<file path="config.mk">
export PLATFORM = sky130hd
export DESIGN_NAME = ldcc_top
export DESIGN_NICKNAME = d
export VERILOG_FILES = /design/src/core/ldcc_peak.v /design/src/core/ldcc_top.v
export VERILOG_INCLUDE_DIRS = /design/src /design/src/shared
export SDC_FILE = /design/constraint.sdc
export NUM_CORES = 1
export LEC_CHECK = 0
export ABC_AREA = 1
export BUFFER_PORTS_ARGS = -buffer_cell sky130_fd_sc_hd__buf_2
export CAP_MARGIN = 5
export CORE_MARGIN = 2
export CORE_UTILIZATION = 44
export DETAILED_ROUTE_END_ITERATION = 10
export PLACE_DENSITY = 0.62
export SYNTH_ARGS = -nofsm -noshare
export SYNTH_HDL_FRONTEND = slang
export SYNTH_SLANG_ARGS = --single-unit
export TNS_END_PERCENT = 100
</file>
<file path="constraint.sdc">
create_clock -name clock_i -period 7.6 [get_ports clock_i]
set_clock_uncertainty 0.15 [all_clocks]
set_input_delay 1.14 -clock clock_i [delete_from_list [all_inputs] [get_ports clock_i]]
set_output_delay 1.14 -clock clock_i [all_outputs]
set_load 0.02 [all_outputs]
</file>
<file path="src/shared/ldcc_regs.vh">
`ifndef LDCC_REGS_VH
`define LDCC_REGS_VH

// Register offsets on the register port
`define LDCC_ADDR_W 8
`define LDCC_OFS_DRV1_CFG 8'h23
`define LDCC_OFS_DRV2_CFG 8'h24
`define LDCC_OFS_FINE_ADJ 8'h25

// Reset values
`define LDCC_RST_DRV_CFG 16'h3000
`define LDCC_RST_FINE_ADJ 16'h630C

// Driver configuration fields
`define LDCC_STRENGTH_BIT 13
`define LDCC_RSVD_ONE_BIT 12
`define LDCC_RSVD_HI_MSB 15
`define LDCC_RSVD_HI_LSB 14
`define LDCC_RSVD_MID_MSB 11
`define LDCC_RSVD_MID_LSB 7
`define LDCC_EDGE_MSB 6
`define LDCC_EDGE_LSB 4
`define LDCC_COARSE_MSB 3
`define LDCC_COARSE_LSB 0

// Fine-adjust fields
`define LDCC_FINE1_MSB 4
`define LDCC_FINE1_LSB 0
`define LDCC_FINE2_MSB 10
`define LDCC_FINE2_LSB 6

// Peak current factors, fixed point
// Coarse in 0.1 mA: 503 + 198 * code
`define LDCC_COARSE_BASE 12'h1F7
`define LDCC_COARSE_STEP 12'h0C6
// Fine in 0.001: 740 + 22 * code
`define LDCC_FINE_BASE 11'h2E4
`define LDCC_FINE_STEP 11'h016
// Scale in 0.1: 4 or 10
`define LDCC_SCALE_LOW 4'h4
`define LDCC_SCALE_FULL 4'hA
// Peak result in units of 10 nA
`define LDCC_PEAK_W 26

`endif

</file>
<file path="src/core/ldcc_peak.v">
`include "ldcc_regs.vh"
`default_nettype none

module ldcc_peak (
  input wire clock_i,
  input wire srst_i,
  input wire [3:0] coarse_i,
  input wire [4:0] fine_i,
  input wire strength_i,
  output reg [`LDCC_PEAK_W-1:0] peak_o
);

  reg [11:0] coarse_q;
  reg [10:0] fine_q;
  reg [3:0] scale_q;
  reg [3:0] scale2_q;
  reg [22:0] prod_q;

  wire [11:0] coarse_d;
  wire [10:0] fine_d;
  wire [22:0] prod_d;
  wire [`LDCC_PEAK_W-1:0] peak_d;

  // Three stages keep the multipliers off one long path
  assign coarse_d = `LDCC_COARSE_BASE + `LDCC_COARSE_STEP * {8'h00, coarse_i};
  assign fine_d = `LDCC_FINE_BASE + `LDCC_FINE_STEP * {6'h00, fine_i};
  assign prod_d = {11'h000, coarse_q} * {12'h000, fine_q};
  assign peak_d = {3'h0, prod_q} * {22'h000000, scale2_q};

  always @(posedge clock_i) begin
    if (srst_i) begin
      coarse_q <= 12'h000;
      fine_q <= 11'h000;
      scale_q <= 4'h0;
      scale2_q <= 4'h0;
      prod_q <= 23'h000000;
      peak_o <= 26'h0000000;
    end else begin
      coarse_q <= coarse_d;
      fine_q <= fine_d;
      scale_q <= strength_i ? `LDCC_SCALE_FULL : `LDCC_SCALE_LOW;
      scale2_q <= scale_q;
      prod_q <= prod_d;
      peak_o <= peak_d;
    end
  end

endmodule // ldcc_peak

`default_nettype wire

</file>
<file path="src/core/ldcc_top.v">
// Function
// - Driver 1 bit 13: full or 40% strength
// - Driver 2 bit 13: full or 40% strength
// - Driver 1 bits 6:4 set edge rate
// - Driver 2 bits 6:4 set edge rate
// - Driver 1 bits 3:0 coarse target, reset zero
// - Driver 2 bits 3:0 coarse target, reset zero
// - Driver 1 peak: coarse times fine times scale
// - Driver 2 peak uses fine bits 10:6
// - Fine fields five bits, reset to 0xC
`include "ldcc_regs.vh"
`default_nettype none

module ldcc_top (
  input wire clock_i,
  input wire srst_i,
  input wire [`LDCC_ADDR_W-1:0] reg_addr_i,
  input wire [15:0] reg_wdata_i,
  input wire reg_wr_i,
  input wire reg_rd_i,
  output reg [15:0] reg_rdata_o,
  output reg reg_rd_valid_o,
  output reg reg_wr_ack_o,
  output reg reg_addr_err_o,
  output reg drv1_strength_select_o,
  output reg drv1_low_power_o,
  output reg [2:0] drv1_edge_rate_o,
  output reg [3:0] drv1_coarse_target_o,
  output reg [4:0] drv1_fine_multiplier_o,
  output reg drv1_rsvd_ok_o,
  output reg drv1_cfg_update_o,
  output wire [`LDCC_PEAK_W-1:0] drv1_peak_o,
  output reg drv2_strength_select_o,
  output reg drv2_low_power_o,
  output reg [2:0] drv2_edge_rate_o,
  output reg [3:0] drv2_coarse_target_o,
  output reg [4:0] drv2_fine_multiplier_o,
  output reg drv2_rsvd_ok_o,
  output reg drv2_cfg_update_o,
  output wire [`LDCC_PEAK_W-1:0] drv2_peak_o
);

  ////////////////////////////////////////////////////////////////////////////
  // Address decode

  wire hit_drv1;
  wire hit_drv2;
  wire hit_fine;
  wire hit_any;

  // Only the two driver registers and the shared fine register exist
  assign hit_drv1 = (reg_addr_i == `LDCC_OFS_DRV1_CFG);
  assign hit_drv2 = (reg_addr_i == `LDCC_OFS_DRV2_CFG);
  assign hit_fine = (reg_addr_i == `LDCC_OFS_FINE_ADJ);
  assign hit_any = hit_drv1 | hit_drv2 | hit_fine;

  ////////////////////////////////////////////////////////////////////////////
  // Register storage

  reg [15:0] drv1_cfg_q;
  reg [15:0] drv2_cfg_q;
  reg [15:0] fine_adj_q;
  reg [15:0] drv1_cfg_d;
  reg [15:0] drv2_cfg_d;
  reg [15:0] fine_adj_d;

  // Reserved bits are stored as written; keeping them sane is the host's job
  always @* begin
    drv1_cfg_d = drv1_cfg_q;
    drv2_cfg_d = drv2_cfg_q;
    fine_adj_d = fine_adj_q;
    if (reg_wr_i && hit_drv1) begin
      drv1_cfg_d = reg_wdata_i;
    end
    if (reg_wr_i && hit_drv2) begin
      drv2_cfg_d = reg_wdata_i;
    end
    if (reg_wr_i && hit_fine) begin
      fine_adj_d = reg_wdata_i;
    end
  end

  always @(posedge clock_i) begin
    if (srst_i) begin
      drv1_cfg_q <= `LDCC_RST_DRV_CFG;
      drv2_cfg_q <= `LDCC_RST_DRV_CFG;
      fine_adj_q <= `LDCC_RST_FINE_ADJ;
    end else begin
      drv1_cfg_q <= drv1_cfg_d;
      drv2_cfg_q <= drv2_cfg_d;
      fine_adj_q <= fine_adj_d;
    end
  end

  ////////////////////////////////////////////////////////////////////////////
  // Register port answers

  // Unmapped reads give zero and pulse the error flag
  reg [15:0] rdata_d;

  always @* begin
    case (reg_addr_i)
      `LDCC_OFS_DRV1_CFG: begin
        rdata_d = drv1_cfg_q;
      end
      `LDCC_OFS_DRV2_CFG: begin
        rdata_d = drv2_cfg_q;
      end
      `LDCC_OFS_FINE_ADJ: begin
        rdata_d = fine_adj_q;
      end
      default: begin
        rdata_d = 16'h0000;
      end
    endcase
  end

  // Read returns the value held before a same-cycle write
  always @(posedge clock_i) begin
    if (srst_i) begin
      reg_rdata_o <= 16'h0000;
      reg_rd_valid_o <= 1'b0;
      reg_wr_ack_o <= 1'b0;
      reg_addr_err_o <= 1'b0;
    end else begin
      reg_rdata_o <= reg_rd_i ? rdata_d : 16'h0000;
      reg_rd_valid_o <= reg_rd_i;
      reg_wr_ack_o <= reg_wr_i;
      reg_addr_err_o <= (reg_rd_i | reg_wr_i) & ~hit_any;
    end
  end

  ////////////////////////////////////////////////////////////////////////////
  // Driver controls, taken from the next register values so that
  // they line up with the stored registers

  wire drv1_rsvd_ok_d;
  wire drv2_rsvd_ok_d;

  // Goes low for a setting outside the recommended reserved pattern
  assign drv1_rsvd_ok_d =
    (drv1_cfg_d[`LDCC_RSVD_HI_MSB:`LDCC_RSVD_HI_LSB] == 2'h0) &
    drv1_cfg_d[`LDCC_RSVD_ONE_BIT] &
    (drv1_cfg_d[`LDCC_RSVD_MID_MSB:`LDCC_RSVD_MID_LSB] == 5'h00);
  assign drv2_rsvd_ok_d =
    (drv2_cfg_d[`LDCC_RSVD_HI_MSB:`LDCC_RSVD_HI_LSB] == 2'h0) &
    drv2_cfg_d[`LDCC_RSVD_ONE_BIT] &
    (drv2_cfg_d[`LDCC_RSVD_MID_MSB:`LDCC_RSVD_MID_LSB] == 5'h00);

  always @(posedge clock_i) begin
    if (srst_i) begin
      drv1_strength_select_o <= 1'b1;
      drv1_low_power_o <= 1'b0;
      drv1_edge_rate_o <= 3'h0;
      drv1_coarse_target_o <= 4'h0;
      drv1_fine_multiplier_o <= 5'h0C;
      drv1_rsvd_ok_o <= 1'b1;
      drv1_cfg_update_o <= 1'b0;
      drv2_strength_select_o <= 1'b1;
      drv2_low_power_o <= 1'b0;
      drv2_edge_rate_o <= 3'h0;
      drv2_coarse_target_o <= 4'h0;
      drv2_fine_multiplier_o <= 5'h0C;
      drv2_rsvd_ok_o <= 1'b1;
      drv2_cfg_update_o <= 1'b0;
    end else begin
      drv1_strength_select_o <= drv1_cfg_d[`LDCC_STRENGTH_BIT];
      drv1_low_power_o <= ~drv1_cfg_d[`LDCC_STRENGTH_BIT];
      drv1_edge_rate_o <= drv1_cfg_d[`LDCC_EDGE_MSB:`LDCC_EDGE_LSB];
      drv1_coarse_target_o <= drv1_cfg_d[`LDCC_COARSE_MSB:`LDCC_COARSE_LSB];
      drv1_fine_multiplier_o <= fine_adj_d[`LDCC_FINE1_MSB:`LDCC_FINE1_LSB];
      drv1_rsvd_ok_o <= drv1_rsvd_ok_d;
      drv1_cfg_update_o <= reg_wr_i & (hit_drv1 | hit_fine);
      drv2_strength_select_o <= drv2_cfg_d[`LDCC_STRENGTH_BIT];
      drv2_low_power_o <= ~drv2_cfg_d[`LDCC_STRENGTH_BIT];
      drv2_edge_rate_o <= drv2_cfg_d[`LDCC_EDGE_MSB:`LDCC_EDGE_LSB];
      drv2_coarse_target_o <= drv2_cfg_d[`LDCC_COARSE_MSB:`LDCC_COARSE_LSB];
      drv2_fine_multiplier_o <= fine_adj_d[`LDCC_FINE2_MSB:`LDCC_FINE2_LSB];
      drv2_rsvd_ok_o <= drv2_rsvd_ok_d;
      drv2_cfg_update_o <= reg_wr_i & (hit_drv2 | hit_fine);
    end
  end

  ////////////////////////////////////////////////////////////////////////////
  // Peak target current per driver

  wire [7:0] coarse_bus;
  wire [9:0] fine_bus;
  wire [1:0] strength_bus;
  wire [2*`LDCC_PEAK_W-1:0] peak_bus;

  assign coarse_bus = {drv2_cfg_q[`LDCC_COARSE_MSB:`LDCC_COARSE_LSB],
                       drv1_cfg_q[`LDCC_COARSE_MSB:`LDCC_COARSE_LSB]};
  assign fine_bus = {fine_adj_q[`LDCC_FINE2_MSB:`LDCC_FINE2_LSB],
                     fine_adj_q[`LDCC_FINE1_MSB:`LDCC_FINE1_LSB]};
  assign strength_bus = {drv2_cfg_q[`LDCC_STRENGTH_BIT], drv1_cfg_q[`LDCC_STRENGTH_BIT]};

  // Peak follows the stored registers, so it trails the field
  // outputs by three cycles; a host must not read it sooner
  genvar gi;
  generate
    for (gi = 0; gi < 2; gi = gi + 1) begin : g_peak
      // Coarse x fine x scale, three cycles behind the register
      ldcc_peak u_peak (
        .clock_i(clock_i),
        .srst_i(srst_i),
        .coarse_i(coarse_bus[4*gi+3:4*gi]),
        .fine_i(fine_bus[5*gi+4:5*gi]),
        .strength_i(strength_bus[gi]),
        .peak_o(peak_bus[`LDCC_PEAK_W*gi+`LDCC_PEAK_W-1:`LDCC_PEAK_W*gi])
      );
    end
  endgenerate

  assign drv1_peak_o = peak_bus[`LDCC_PEAK_W-1:0];
  assign drv2_peak_o = peak_bus[2*`LDCC_PEAK_W-1:`LDCC_PEAK_W];

endmodule // ldcc_top

`default_nettype wire

</file>
; After elaboration in Yosys (flattened, before gate mapping)
; Cells that the tools add are included.
[word_totals]
regBits = 259
in_bits = 28
out_inout_bits = 103
word_cells = 79
[classes]
n_addsub = 4
multipliers = 8
n_eq_ne = 3
n_mux = 6
bitwise_logic = 16
reduce_logical = 8
[op_table]
columns = operator, n
row1 = multiplier 23 x 4 -> 26 bit, 2
row2 = one-hot mux 16 bit (3 select lines), 1
row3 = multiplier 12 x 11 -> 23 bit, 2
row4 = 2-to-1 mux 16 bit, 2
row5 = "adder 9 x 12 -> 12 bit, first input constant", 2
row6 = "== test 8 x 6 -> 1 bit, second input constant", 3
row7 = "adder 10 x 10 -> 11 bit, first input constant", 2
row8 = "multiplier 7 x 4 -> 11 bit, first input constant", 2
row9 = "multiplier 4 x 5 -> 9 bit, first input constant", 2
row10 = 2-to-1 mux 11 bit, 1
row11 = zero test 5 bit, 2
row12 = 2-to-1 mux 4 bit, 2
row13 = bitwise AND 1 bit, 7
row14 = OR 1 bit, 5
row15 = zero test 2 bit, 2
row16 = inverter 1 bit, 4
row17 = logical AND 1 bit, 3
row18 = OR reduction 2 bit, 1

; Logic depth before layout (Yosys ltp)
[logic_depth]
depth_word = 6
depth_mapped = 23
mapped_depth_nobuf = 22

; By module
; From an unflattened synthesis, not the netlist that was laid out.
[unflattened]
cells_unflattened = 3181
area_unflattened_um2 = 22271.4
[modules_own_cells]
columns = mod, n_inst, cells_per_inst, area_per_inst_um2, seq_area_each_um2
row1 = ldcc_peak (g_peak[1].u_peak), 1, 1397, 9603.0, 1441.4
row2 = ldcc_peak (g_peak[0].u_peak), 1, 1379, 9534.1, 1441.4
row3 = ldcc_top, 1, 405, 3134.3, 1461.4

; Least setup slack after synthesis
; No wires, ideal clock.
[synth_path]
kind = register -> register
from = register g_peak[1].u_peak.fine_q[2]
to = register g_peak[1].u_peak.prod_q[20]
setup_time_ns = 0.115
arrival_time_ns = 4.420
slack_ns = 2.915
stages_incl_launch_ff = 20
period_less_slack_ns = 4.685
cell_sequence = dfxtp_1 -> clkbuf_1 -> nand2_1 -> fa_1 -> fa_1 -> fa_1 -> inv_1 -> fa_1 -> inv_1 -> fa_1 -> inv_1 -> ha_1 -> a21oi_1 -> nor2_1 -> nor2_1 -> nand2_1 -> nand2_1 -> nand3_1 -> nand2_1 -> nor2_1
[synth_via]
elab_chain_len = 1
[synth_rtl]
columns = item, line_no
row1 = start: declaration, ldcc_peak.v:14  ; reg [10:0] fine_q;
row2 = start signal: assignment, ldcc_peak.v:40  ; fine_q <= fine_d;
row3 = multiplier 12 x 11 -> 23 bit, ldcc_peak.v:27  ; assign prod_d = {11'h000, coarse_q} * {12'h000, fine_q};
row4 = end signal: assignment, ldcc_peak.v:43  ; prod_q <= prod_d;
row5 = end: declaration, ldcc_peak.v:17  ; reg [22:0] prod_q;
; No other way between the ends.
; A chain may end at the register's enable or synchronous reset.

; Final worst setup path
[layout_path]
from = register g_peak[0].u_peak.fine_q[2]
to = register g_peak[0].u_peak.prod_q[22]
[layout_via]
elab_chain_len = 1
[layout_rtl]
columns = item, line_no
row1 = start: declaration, ldcc_peak.v:14
row2 = start signal: assignment, ldcc_peak.v:40
row3 = multiplier 12 x 11 -> 23 bit, ldcc_peak.v:27
row4 = end signal: assignment, ldcc_peak.v:43
row5 = end: declaration, ldcc_peak.v:17
; No other way between the ends.

==> metrics <==
status complete, no violations; height of the die 228 um; reg-to-reg endpoint g_peak[0].u_peak.prod_q[22]; number of cells on the worst reg-to-reg path 17; Total Power Consumption 3890 uW; aggregate global routing overflow 0; combinational family with the most area after synthesis adder cells; series of cell instances along the critical path nand2_1 -> fa_1 -> inv_1 -> fa_1 -> fa_1 -> fa_1 -> inv_1 -> fa_1 -> inv_1 -> ha_1 -> nand2_1 -> nor2_1 -> nand3_1 -> nand3_1 -> nand2_1 -> a21oi_1 -> nor2_1; placeable core region 49,900 um2; FF-to-FF setup slack 2.64 ns; area enclosed by the die boundary 52,000 um2; number of max-capacitance violations reported 0; worst slew margin relative to its limit 35.4%; GRT Util Overall 19.1%; detailed-route via count 18,100; beginning of the worst register-to-register path g_peak[0].u_peak.fine_q[2]; pwr/cell area 163 nW/um2; cell type with the largest total area after synthesis sky130_fd_sc_hd__dfxtp_1; count of state elements after synthesis 216; XOR/XNOR share of the synthesized area 0.476%; ratio of final minimum period to clock period 65.2%; pin count of the biggest net entering global routing 66; largest stage delay on the critical path 0.63 ns; CTS tree built; Setup-failing EPs final 0; fin nets 3,700; number of pins exceeding their max-slew limit in the final report 0; clk root buf sky130_fd_sc_hd__clkbuf_16; dpl hpwl 38,400 um; clock share of power 33.2%; adder and majority gate portion of the synthesized area 33.6%; buffers plus inverters on the worst setup path 3; placed cell count 3,846; H-tree level count 1; library cell appearing most often on the critical path sky130_fd_sc_hd__fa_1; worst setup margin 2.64 ns; number of nets still failing antenna checks after routing 0; slew at the pin with the worst max-slew slack 0.968 ns; Setup CP Type flop to flop; top-level port count 131; layout filler cell count 5,155; number of rows created at floorplan 82; latest clock arrival within the worst-skew pair 0.55 ns; switching power 1400 uW; number of instances in the synthesized netlist 3,159; effective utilization at floorplan 44.3%; Yosys cell types 40; first-pass iteration count of the detailed router 6; min-delay src g_peak[0].u_peak.scale_q[1]; total inserted antenna cells 0; maximum count of clock buffers along a single path 3; post-placement setup slack 2.65 ns; Synth Area per Inst 6.99 um2; post-synthesis cell area 22,100 um2; leakage power 0.0147 uW; number of hold-repair buffers added at the cts stage 0; RSZ-0062 raised after global routing false; kind of capture point of the worst setup path flop; global-route wire length before repair 84,800 um; number of buffers inserted by port buffering 126; slowest library cell on the worst path sky130_fd_sc_hd__dfxtp_1; proportion of netlist area held by the largest area contributor 19.6%; fraction of the yosys area taken by sequential cells 19.6%; clock-pin slew reported for the worst setup and hold paths after clock tree synthesis 0.05 ns; worst hold path cell count 2; FMAX 0.202 GHz; number of clock sinks seen by CTS 216; Hold EP g_peak[0].u_peak.scale2_q[1]; DRC violations left 0; Total Wirelength 48,600 um; post-route insts no fill 3,891; top cells by area, synth sky130_fd_sc_hd__dfxtp_1 20%, sky130_fd_sc_hd__fa_1 18%, sky130_fd_sc_hd__nand2_1 15%; number of gates resized after CTS 0; Gate power share 33.6%; vias in the first global route 18,200; worst min-delay path category flop to flop; post-DR vias/cell 4.66; most frequent standard cell in the layout excluding fill and tap cells sky130_fd_sc_hd__nand2_1; routability-driven placement congestion ratio 0.876; power share of the sequential group 33.3%; P&R area growth vs syn 8.04%; post-synthesis simple-gate area fraction 25.0%; Worst VDD drop 0.144 mV; Sw Share 36.1%; layout cell share with drive strength beyond 1 6.31%; number of enable-type register cells in the synthesized netlist 0; aggregate negative setup slack 0 ns; iteration-0 DRC count of the detailed router 958; die boundary width 228 um; main flop type after synthesis sky130_fd_sc_hd__dfxtp_1; total of warnings raised by yosys 0; average wire per cell in the routed design 12.5 um; crit path time final 4.96 ns; area of the multi-input gates 14,500 um2; arrival time reported for the critical path endpoint 5.24 ns; endpoint required time on the critical path 7.88 ns; Hold Fails Final Rpt 0; maximum fanout along the worst path 12; post-synthesis async set-or-reset flop share 0%; multiplexer area fraction after synthesis 0%; complex-gate fraction of the synthesized area 6.62%; largest delay contributor family on the critical path adder cells; setup bufs post-CTS 0; commonest cells after routing, fill and taps aside 901 x sky130_fd_sc_hd__nand2_1, 696 x sky130_fd_sc_hd__inv_1, 266 x sky130_fd_sc_hd__ha_1; startpoint type of the worst setup path flop; CTS buffer count 26; internal power of the cells 2490 uW; Register Area 4320 um2; initial antenna violation count 1
==> power by group through the flow <==
| stage | clock, uW | combinational, uW | sequential (uW) |
|---|---|---|---|
| CTS | 1320 | 1320 | 1290 |
| detailed placement | 0 | 1300 | 1320 |
| floorplan | 0 | 1020 | 1300 |
| finish | 1290 | 1310 | 1290 |
| global placement | 0 | 1290 | 1310 |
| global route | 1360 | 1550 | 1310 |
==> worst min-delay path: cells and delay by family, from the launching register on <==
family                 cells  cell delay, ns
DFF                        1            0.29
buffers and inverters      1            0.04
and+or+nand+nor            1            0.03
==> cell usage after synthesis (18+ instances only) <==
master                     instances
sky130_fd_sc_hd__nand2_1         901
sky130_fd_sc_hd__nand4_1          19
sky130_fd_sc_hd__clkbuf_1         61
sky130_fd_sc_hd__a21oi_1         175
sky130_fd_sc_hd__dfxtp_1         216
sky130_fd_sc_hd__ha_1            266
sky130_fd_sc_hd__nor3_1           18
sky130_fd_sc_hd__nor2_1          262
sky130_fd_sc_hd__buf_4            30
sky130_fd_sc_hd__fa_1            204
sky130_fd_sc_hd__o21ai_0          66
sky130_fd_sc_hd__nand3_1         121
sky130_fd_sc_hd__inv_1           696
==> layout make-up <==
cell class	count	share of cell area (%)
clock buffers	36	3.18
clock inverters	9	0.530
inverters	702	11.1
multi-input cells	2128	60.9
flip-flops and latches	216	18.1
well taps	672	3.52
repair buffers	128	2.72
==> flip-flops by register name (all words and copies together) (netlist names), 4 cells and up <==
register,count
drv2_cfg_q,16
reg_rdata_o,16
g_peak.u_peak.peak_o,48
g_peak.u_peak.fine_q,20
g_peak.u_peak.scale_q,4
g_peak.u_peak.prod_q,44
g_peak.u_peak.scale2_q,4
drv1_cfg_q,16
fine_adj_q,16
g_peak.u_peak.coarse_q,23
==> worst max path at each step <==
stage,startpoint,end,slack [ns],cells after the start
6_report,g_peak[0].u_peak.fine_q[2],g_peak[0].u_peak.prod_q[22],2.64,17
5_1_grt,g_peak[0].u_peak.coarse_q[0],g_peak[1].u_peak.prod_q[21],2.30,18
4_1_cts,g_peak[1].u_peak.fine_q[2],g_peak[1].u_peak.prod_q[22],2.64,18
3_5_place_dp,g_peak[1].u_peak.fine_q[2],g_peak[1].u_peak.prod_q[22],2.65,18
3_3_place_gp,g_peak[1].u_peak.fine_q[2],g_peak[1].u_peak.prod_q[22],2.69,18
2_1_floorplan,g_peak[1].u_peak.fine_q[2],g_peak[1].u_peak.prod_q[20],2.92,19
==> per-stage QoR <==
| stage | instance area (um2) | hold WS (ns) | util (%) |
|---|---|---|---|
| finish | 23900 | 0.251 | 47.8 |
| CTS | 23900 | 0.252 | 47.8 |
| global route | 23900 | 0.262 | 47.8 |
| floorplan | 22100 | 0.238 | - |
| detailed placement | 23000 | 0.245 | 46.1 |
| global placement | 23000 | 0.245 | 46.1 |
==> layer usage <==
| layer | track usage [%] | wire (um) |
|---|---|---|
| met5 | 0 | 0 |
| met3 | 3.43 | 2730 |
| met2 | 31.6 | 21300 |
| met4 | 4.21 | 902 |
| met1 | 26.0 | 23700 |
==> kinds of logic (layout without fill, tap and decap cells) <==
family	count (synthesis)	after routing
AOI/OAI and AO/OA	279	279
xor gates and xnor gates	12	12
and+or+nand+nor	1363	1363
adders and majority gates	470	470
DFF	216	216
buffers and inverters	818	875
other	1	4
Note: power is estimated with default switching activity, not from simulation.
